### src/rtl/tlic_pkg.sv
// shared constants and types of the two-level interrupt controller
package tlic_pkg;
  // ==========================================================
  // sources and register layout
  localparam int NUM_SRC = 12;
  localparam int IDX_W = 4;
  localparam int SRC_PER_REG = 6;
  localparam int GLOBAL_EN_BIT = 7;
  localparam logic [7:0] ENABLE_RST = 8'h00;
  localparam logic [7:0] PRIORITY_RST = 8'h00;
  localparam logic [7:0] LOW6_MASK = 8'h3f;
  // pin a, timer a, pin b, timer b clear on vectoring
  localparam logic [11:0] AUTO_CLEAR_MASK = 12'h00f;
  localparam logic [11:0] FLAGS_RST = 12'h000;

  // ==========================================================
  // vectors
  localparam logic [15:0] RESET_VECTOR = 16'h0000;
  localparam logic [15:0] VECTOR_BASE = 16'h0003;
  localparam int VECTOR_STEP_SHIFT = 3;

  // ==========================================================
  // timing in system clock cycles
  localparam int DETECT_CYCLES = 1;
  localparam int CALL_CYCLES = 4;
  localparam int MIN_RESPONSE = DETECT_CYCLES + CALL_CYCLES;
  localparam int RETURN_FROM_INTERRUPT_CYCLES = 5;
  localparam int DIV_CYCLES = 8;
  localparam int MAX_RESPONSE =
    DETECT_CYCLES + RETURN_FROM_INTERRUPT_CYCLES + DIV_CYCLES + CALL_CYCLES;
  localparam logic [2:0] CALL_LAST = 3'(CALL_CYCLES - 1);
  localparam logic [2:0] CALL_CNT_RST = 3'h0;

  typedef enum logic [1:0] {
    ST_RUN = 2'b01,
    ST_CALL = 2'b10
  } tlic_state_t;

  function automatic logic [15:0] tlic_vector(input logic [IDX_W-1:0] idx);
    tlic_vector = VECTOR_BASE + {9'h000, idx, 3'h0};
  endfunction
endpackage

### src/rtl/tlic_arb_if.sv
// carrier between the controller and its priority arbiter
`timescale 1ns/1ps
`default_nettype none
interface tlic_arb_if import tlic_pkg::*; ();
  logic [NUM_SRC-1:0] req;
  logic [NUM_SRC-1:0] prio;
  logic win_valid;
  logic win_high;
  logic [IDX_W-1:0] win_idx;
  modport arb(input req, input prio,
              output win_valid, output win_high, output win_idx);
  modport ctrl(output req, output prio,
               input win_valid, input win_high, input win_idx);
endinterface
`default_nettype wire

### src/rtl/tlic_ctrl.sv
// two-level interrupt controller: registers, gating, vectoring, nesting
`timescale 1ns/1ps
`default_nettype none
// Functional notes
// - twelve sources, two levels, reset always highest
// - event sets pending flag regardless of enables
// - enabled pending flag requests, call after instruction
// - global enable bit seven masks every source
// - disabled source's flag never requests
// - late enable clear still taken before short instruction
// - pin and timer a/b flags clear on vectoring
// - flag still set after return re-enters after one
// - software flag set acts like real event
// - high preempts low; high never preempted
// - higher level first, then lower source index
// - sample every clock; detect one, call four
// - worst response eighteen cycles without active routine
// - equal or lower waits past return plus one
// - vectors at three plus eight per source
// - sources 0-5 primary bits, 6-11 extended bits
// - enable registers read zero after reset
module tlic_ctrl import tlic_pkg::*; (
  // clock and reset
  input wire logic clk,
  input wire logic rst,
  // core sequencer
  input wire logic instr_end,
  input wire logic return_from_interrupt_done,
  output logic irq_req,
  output logic [15:0] irq_vector,
  output logic call_active,
  output logic [IDX_W-1:0] call_src,
  output logic in_service_low,
  output logic in_service_high,
  // register writes
  input wire logic [7:0] wdata,
  input wire logic primary_enable_we,
  input wire logic extended_enable_we,
  input wire logic primary_priority_we,
  input wire logic extended_priority_we,
  // register readback
  output logic [7:0] primary_enable_reg,
  output logic [7:0] extended_enable_reg,
  output logic [7:0] primary_priority_reg,
  output logic [7:0] extended_priority_reg,
  // pending flags
  input wire logic [NUM_SRC-1:0] src_event,
  input wire logic [NUM_SRC-1:0] flag_set,
  input wire logic [NUM_SRC-1:0] flag_clr,
  output logic [NUM_SRC-1:0] pending
);
  // ==========================================================
  // enable and priority registers
  logic [7:0] pri_en_r, pri_en_nxt;
  logic [7:0] ext_en_r, ext_en_nxt;
  logic [7:0] pri_pr_r, pri_pr_nxt;
  logic [7:0] ext_pr_r, ext_pr_nxt;

  always_comb begin
    pri_en_nxt = primary_enable_we ? wdata : pri_en_r;
    // unused upper bits stay zero
    ext_en_nxt = extended_enable_we ? (wdata & LOW6_MASK) : ext_en_r;
    pri_pr_nxt = primary_priority_we ? (wdata & LOW6_MASK) : pri_pr_r;
    ext_pr_nxt = extended_priority_we ? (wdata & LOW6_MASK) : ext_pr_r;
  end

  always_ff @(posedge clk or posedge rst) begin
    if (rst) begin
      pri_en_r <= ENABLE_RST;
      ext_en_r <= ENABLE_RST;
      pri_pr_r <= PRIORITY_RST;
      ext_pr_r <= PRIORITY_RST;
    end else begin
      pri_en_r <= pri_en_nxt;
      ext_en_r <= ext_en_nxt;
      pri_pr_r <= pri_pr_nxt;
      ext_pr_r <= ext_pr_nxt;
    end
  end

  assign primary_enable_reg = pri_en_r;
  assign extended_enable_reg = ext_en_r;
  assign primary_priority_reg = pri_pr_r;
  assign extended_priority_reg = ext_pr_r;

  // ==========================================================
  // pending flags and eligibility
  logic [NUM_SRC-1:0] hw_clr;
  logic [NUM_SRC-1:0] en_vec;
  logic [NUM_SRC-1:0] pr_vec;
  logic [NUM_SRC-1:0] active;
  logic [NUM_SRC-1:0] eligible;
  logic in_low_r, in_low_nxt;
  logic in_high_r, in_high_nxt;

  tlic_flags u_flags (
    .clk(clk),
    .rst(rst),
    .src_event(src_event),
    .sw_set(flag_set),
    .sw_clr(flag_clr),
    .hw_clr(hw_clr),
    .pending(pending)
  );

  tlic_arb_if arb ();

  tlic_arbiter u_arb (
    .bus(arb)
  );

  always_comb begin
    // global bit gates every individual enable
    en_vec = {ext_en_r[SRC_PER_REG-1:0], pri_en_r[SRC_PER_REG-1:0]}
           & {NUM_SRC{pri_en_r[GLOBAL_EN_BIT]}};
    pr_vec = {ext_pr_r[SRC_PER_REG-1:0], pri_pr_r[SRC_PER_REG-1:0]};
    active = pending & en_vec;
    eligible = '0;
    if (!in_high_r) begin
      // high routine blocks all; low routine blocks only low
      eligible = active & (in_low_r ? pr_vec : {NUM_SRC{1'b1}});
    end
  end

  assign arb.req = eligible;
  assign arb.prio = pr_vec;

  // ==========================================================
  // detection, acceptance and vector call
  tlic_state_t state_r, state_nxt;
  logic req_r, req_nxt;
  logic [IDX_W-1:0] idx_r, idx_nxt;
  logic lvl_r, lvl_nxt;
  logic [2:0] cnt_r, cnt_nxt;
  logic accept;

  // winner registered one cycle: detection stage and the reason a
  // disable landing just before a one-cycle instruction is missed
  always_comb begin
    state_nxt = state_r;
    req_nxt = req_r;
    idx_nxt = idx_r;
    lvl_nxt = lvl_r;
    cnt_nxt = cnt_r;
    in_low_nxt = in_low_r;
    in_high_nxt = in_high_r;
    hw_clr = '0;
    accept = 1'b0;
    if (return_from_interrupt_done) begin
      if (in_high_r) begin
        in_high_nxt = 1'b0;
      end else begin
        in_low_nxt = 1'b0;
      end
    end
    unique case (state_r)
      ST_RUN: begin
        // the instruction ending with a return never takes a request
        if (req_r && instr_end && !return_from_interrupt_done) begin
          accept = 1'b1;
          state_nxt = ST_CALL;
          req_nxt = 1'b0;
          cnt_nxt = CALL_CNT_RST;
          hw_clr = AUTO_CLEAR_MASK & (NUM_SRC'(1) << idx_r);
          if (lvl_r) begin
            in_high_nxt = 1'b1;
          end else begin
            in_low_nxt = 1'b1;
          end
        end else begin
          req_nxt = arb.win_valid;
          idx_nxt = arb.win_idx;
          lvl_nxt = arb.win_high;
        end
      end
      ST_CALL: begin
        cnt_nxt = cnt_r + 3'h1;
        if (cnt_r == CALL_LAST) begin
          state_nxt = ST_RUN;
        end
      end
    endcase
  end

  always_ff @(posedge clk or posedge rst) begin
    if (rst) begin
      state_r <= ST_RUN;
      req_r <= 1'b0;
      idx_r <= '0;
      lvl_r <= 1'b0;
      cnt_r <= CALL_CNT_RST;
      in_low_r <= 1'b0;
      in_high_r <= 1'b0;
    end else begin
      state_r <= state_nxt;
      req_r <= req_nxt;
      idx_r <= idx_nxt;
      lvl_r <= lvl_nxt;
      cnt_r <= cnt_nxt;
      in_low_r <= in_low_nxt;
      in_high_r <= in_high_nxt;
    end
  end

  // ==========================================================
  // vector output register
  logic [15:0] vec_r, vec_nxt;

  always_comb begin
    vec_nxt = vec_r;
    if (state_r == ST_RUN && !accept) begin
      vec_nxt = req_nxt ? tlic_vector(idx_nxt) : RESET_VECTOR;
    end
  end

  always_ff @(posedge clk or posedge rst) begin
    if (rst) begin
      vec_r <= RESET_VECTOR;
    end else begin
      vec_r <= vec_nxt;
    end
  end

  assign irq_req = req_r && (state_r == ST_RUN);
  assign irq_vector = vec_r;
  assign call_active = (state_r == ST_CALL);
  assign call_src = idx_r;
  assign in_service_low = in_low_r;
  assign in_service_high = in_high_r;
endmodule
`default_nettype wire

### src/rtl/tlic_flags.sv
// bank of pending flags: event or software set, software or vector clear
`timescale 1ns/1ps
`default_nettype none
module tlic_flags import tlic_pkg::*; (
  // clock and reset
  input wire logic clk,
  input wire logic rst,
  // set and clear sources
  input wire logic [NUM_SRC-1:0] src_event,
  input wire logic [NUM_SRC-1:0] sw_set,
  input wire logic [NUM_SRC-1:0] sw_clr,
  input wire logic [NUM_SRC-1:0] hw_clr,
  // flag state
  output logic [NUM_SRC-1:0] pending
);
  logic [NUM_SRC-1:0] flag_r;
  logic [NUM_SRC-1:0] flag_nxt;

  // ==========================================================
  // per-flag update; set wins so no event is lost to a clear
  genvar i;
  generate
    for (i = 0; i < NUM_SRC; i++) begin : g_flag
      always_comb begin
        if (src_event[i] || sw_set[i]) begin
          flag_nxt[i] = 1'b1;
        end else if (sw_clr[i] || hw_clr[i]) begin
          flag_nxt[i] = 1'b0;
        end else begin
          flag_nxt[i] = flag_r[i];
        end
      end
    end
  endgenerate

  always_ff @(posedge clk or posedge rst) begin
    if (rst) begin
      flag_r <= FLAGS_RST;
    end else begin
      flag_r <= flag_nxt;
    end
  end

  assign pending = flag_r;
endmodule
`default_nettype wire

### src/rtl/tlic_arbiter.sv
// two-level fixed-order arbiter over eligible requests
`timescale 1ns/1ps
`default_nettype none
module tlic_arbiter import tlic_pkg::*; (
  tlic_arb_if.arb bus
);
  logic [NUM_SRC-1:0] hi_req;
  logic [NUM_SRC-1:0] lo_req;

  // lowest index wins inside one level
  function automatic logic [IDX_W-1:0] first_set(
    input logic [NUM_SRC-1:0] v);
    logic [IDX_W-1:0] r;
    r = '0;
    for (int k = NUM_SRC - 1; k >= 0; k--) begin
      if (v[k]) begin
        r = IDX_W'(k);
      end
    end
    return r;
  endfunction

  // ==========================================================
  // high level beats low, then fixed order
  always_comb begin
    hi_req = bus.req & bus.prio;
    lo_req = bus.req & ~bus.prio;
    bus.win_valid = |bus.req;
    bus.win_high = |hi_req;
    if (|hi_req) begin
      bus.win_idx = first_set(hi_req);
    end else begin
      bus.win_idx = first_set(lo_req);
    end
  end
endmodule
`default_nettype wire

### config.mk
export PLATFORM = sky130hd
export DESIGN_NAME = tlic_ctrl
export DESIGN_NICKNAME = d
export VERILOG_FILES = /design/src/rtl/tlic_pkg.sv /design/src/rtl/tlic_arb_if.sv /design/src/rtl/tlic_ctrl.sv /design/src/rtl/tlic_flags.sv /design/src/rtl/tlic_arbiter.sv
export SDC_FILE = /design/constraint.sdc
export NUM_CORES = 1
export LEC_CHECK = 0
export ABC_AREA = 1
export BUFFER_PORTS_ARGS = -buffer_cell sky130_fd_sc_hd__buf_2
export CAP_MARGIN = 20
export CORE_ASPECT_RATIO = 1.4
export CORE_MARGIN = 5
export CORE_UTILIZATION = 52
export CTS_CLUSTER_DIAMETER = 120
export CTS_CLUSTER_SIZE = 14
export DETAILED_ROUTE_END_ITERATION = 16
export PLACE_DENSITY = 0.87
export SLEW_MARGIN = 20
export SYNTH_ARGS = -nofsm -noshare
export SYNTH_HDL_FRONTEND = slang
export SYNTH_SLANG_ARGS = --single-unit
### constraint.sdc
create_clock -name clk -period 3.2 [get_ports clk]
set_input_delay 0.16 -clock clk [delete_from_list [all_inputs] [get_ports clk]]
set_output_delay 0.16 -clock clk [all_outputs]
set_load 0.02 [all_outputs]
==> key figures <==
Yosys
  • Post-Synth Simple-Gate Area: 0.229
  • Largest family of logic cells by synthesized area: simple AND/OR/NAND/NOR gates
  • Adder-cell share of the synthesized area: 0.00853
  • Compound-cell area share of the yosys netlist: 0.116
  • Syn Inst Count: 360
  • Register area share after synthesis: 0.478
  • Synthesized area per cell: 8.15 um^2
  • Synthesized flop and latch total: 56
  • Synth warn: 0
  • Synth Cell Area: 2930 um^2
  • Unique masters post-synth: 33
  • Mux cell area share after synthesis: 0.0533
  • XOR/XNOR Fraction of Synth Area: 0

Pwr
  • Max IR drop VDD: ~330 uV
  • Pwr Density: ~600 nW/um^2
  • Leak: a little under 2 nW

Clock network
  • Post-cts sizing count: 0
  • Clock Sinks: 56
  • H-Tree Level Count: 2
  • CTS root buf: clkbuf_8
  • Post-CTS setup buffer count: 0
  • CTS max path bufs: 2
  • TritonCTS clock tree: done
  • # hold bufs at CTS: 0
  • Worst skew pair latency: around 0.31 ns
  • Clock-pin slew on the worst setup and hold paths: about 0.1 ns
  • Total CTS buffers: 5

Detailed routing
  • Drt wl/cell: between 10 and 15 um
  • Total iterations of the first detailed-routing run: 4
  • WL final: around 7600 um
  • Post-DRT Antenna Nets: 0
  • Routed vias: 2,755
  • Post-route DRC: 0
  • DR iter-0 viols: approximately 110
  • Vias/cell: roughly 5.2

Floorplan
  • Die X-Extent: approximately 73 um
  • Core area: roughly 5500 um^2
  • Initial Util: 0.535
  • Die area: around 7300 um^2
  • Die Height: around 100 um
  • Rows: 32
  • Number of top-level pins: 120

Worst setup path
  • Crit path top cell by count: nand2_1
  • Crit-path cells: nor2_4 > nand3_1 > a21oi_1 > nand2_1 > nand2_1 > inv_1 > nand3_2 > nor2_2 > nand2_4 > a21oi_1 > nand2_1 > nand2_1 > nand2_1 > nand2_1 > nand2_1 > nand2_1
  • Crit path capture type: register
  • Setup slack, reg-to-reg: just over 0.9 ns
  • Critical path's top delay family: simple AND/OR/NAND/NOR gates
  • Crit path DAT: around 2.5 ns
  • Critical Path Start Type: register
  • Data required, critical path: approximately 3.4 ns
  • Slowest cell on crit path: dfrtp_1
  • Crit Path Class: reg2reg
  • CP Buf/Inv Count: 1
  • Crit path largest cell delay: around 0.44 ns
  • Largest fanout on the critical path: 17

STA
  • Sum Neg Setup Slack: 0 ns
  • RSZ-0062 raised after global routing: false
  • Period utilization: 0.712
  • Slew Limit Headroom: 0.435
  • Max frequency: roughly 440 MHz
  • Worst slew pin tran: about 0.85 ns
  • Hold_ws: -0.0225 ns
  • Clock Skew: between 0.005 and 0.006 ns
  • Fin. max-slew vios: 0
  • Final hold vios: 48
  • Minimum clock period: 2.28 ns
  • Final Setup Violations: 0

Status
  • Failing checks: negative hold slack
  • Status: finished, violations left

GRT
  • Number of global-route vias before repair: 2,852
  • Final global-route overflow total: 0
  • Antenna violations before repair: 0
  • Global-route wire length before repair: between 10,000 and 15,000 um
  • Largest net degree at the start of global routing: between 50 and 60
  • Total Routing Usage GR: 0.218

Final layout
  • Final Cell Area: approximately 3500 um^2
  • Nets: 516
  • Largest register FFs: 12
  • Area grow syn2layout: 20.7%
  • Share of post-route cells with drive strength above 1: 0.292
  • Fillers: approximately 470
  • Footprint of the multi-input gates: 1250 um^2
  • Antenna cells: 0
  • FF+latch area: 1400 um^2

Place
  • Final HPWL DP: just over 6000 um
  • Placed cell areas: 3430 um^2
  • Gpl congestion: between 0.8 and 0.9
  • Port-buffer cells: between 100 and 150

Job
  • Maxcap violations: 0

Min path
  • Hold/Removal Path Class: in2async
metal layers:
metal / global-route usage / wire length [um] / share of wire
met1: 0.235 / 2770 / 0.36
met2: 0.396 / 4040 / 0.53
met4: 0.103 / 260 / 0.034
met3: 0.0418 / 538 / 0.071
met5: 0 / 0 / 0
cell usage after synthesis:
cell type    n  area [um^2]
buf_4       18          135
clkbuf_1     5         18.8
dfstp_2      1         26.3
buf_6        1         11.3
nor2_4       1         11.3
nand3b_1     3         22.5
ha_1         2         25.0
nand3_1     15         75.1
o21bai_2     1         11.3
a21oi_1     11         55.1
nor2_1      21         78.8
mux2i_1      1         10.0
nand3_2      2         20.0
nor4_1       1         6.26
a31oi_1      1         6.26
nand2_1    105          394
o31ai_1      1         7.51
nor3_1       4         20.0
a22o_1       1         8.76
o211ai_1     1         7.51
a211o_1      2         17.5
conb_1       1         3.75
nor2_2       1         6.26
mux2_2      13          146
dfrtp_1     55         1380
inv_1       45          169
o21ai_0     36          180
a21oi_2      2         17.5
o22ai_1      2         12.5
nand2_4      1         11.3
nand4_1      4         25.0
o21ai_2      1         8.76
a311oi_1     1         8.76
through the flow:
stage / total power [mW] / util / hold WS [ns] / worst slack, ns / cells
floorplan: 1.45 / - / 0.256 / 1.34 / 375
global placement: 1.64 / 0.626 / 0.344 / 1.07 / 523
detailed placement: 1.67 / 0.626 / 0.351 / 0.994 / 523
CTS: 2.12 / 0.646 / 0.0178 / 0.920 / 531
global route: 2.24 / 0.646 / 0.0217 / 0.691 / 531
finish: 2.12 / 0.646 / -0.0225 / 0.923 / 531
power breakdown:
group	switching [mW]	leakage [nW]	total, mW	internal [mW]
clock network	0.227	0.0552	0.459	0.233
registers	0.0954	0.649	0.941	0.846
logic	0.468	1.25	0.715	0.247
layout make-up:
cell class	instances	area share
sequential	56	0.396
multi-input combinational	250	0.354
timing repair buffer	104	0.148
inverter	45	0.0480
tap	68	0.0240
clock buffer	6	0.0205
clock inverter	2	0.00989
worst register-to-register path: stages (launching register included):
cell and delay, ns:
dfrtp_1 0.44, nor2_4 0.37, nand3_1 0.14, a21oi_1 0.30, nand2_1 0.14, nand2_1 0.10
inv_1 0.06, nand3_2 0.08, nor2_2 0.06, nand2_4 0.06, a21oi_1 0.05, nand2_1 0.08
nand2_1 0.07, nand2_1 0.06, nand2_1 0.06, nand2_1 0.05, nand2_1 0.05
final timing paths:
| path | endpoint | cells past startpoint | from |
|---|---|---|---|
| worst max-delay path | call_src[0]$_DFF_PP0_ | 16 | in_service_high$_DFF_PP0_ |
| worst min-delay path | extended_priority_reg[4]$_DFFE_PP0P_ | 2 | rst |
| worst max register to register | call_src[0]$_DFF_PP0_ | 16 | in_service_high$_DFF_PP0_ |
| worst min register to register | irq_vector[5]$_DFFE_PP0P_ | 2 | irq_vector[5]$_DFFE_PP0P_ |
| max in group asynchronous | extended_enable_reg[2]$_DFFE_PP0P_ | 3 | rst |
| min in group clk | u_flags.pending[5]$_DFFE_PP0P_ | 2 | flag_clr[5] |
cells in the final DEF, fill, tap and decap left out, drive strengths merged:
cell type,n
nand3,17
a21oi,13
o22ai,2
nor4,1
o31ai,1
bufinv,1
inv,44
o21ai,37
dfrtp,55
a22o,1
nand3b,3
o21bai,1
nor2,23
clkbuf,6
mux2i,1
mux2,13
nand4,4
buf,104
nand2,106
clkinv,2
ha,2
conb,16
o211ai,1
nor3,4
a311oi,1
dfstp,1
a31oi,1
a211o,2
kinds of logic (layout without fill, tap and decap cells):
group	count (synthesis)	count (layout)
compound gates	60	60
buf+inv	69	157
flops	56	56
fa+ha+maj	2	2
simple gates	158	158
mux	14	14
other cells	1	16
Note: power is estimated with default switching activity, not from simulation.
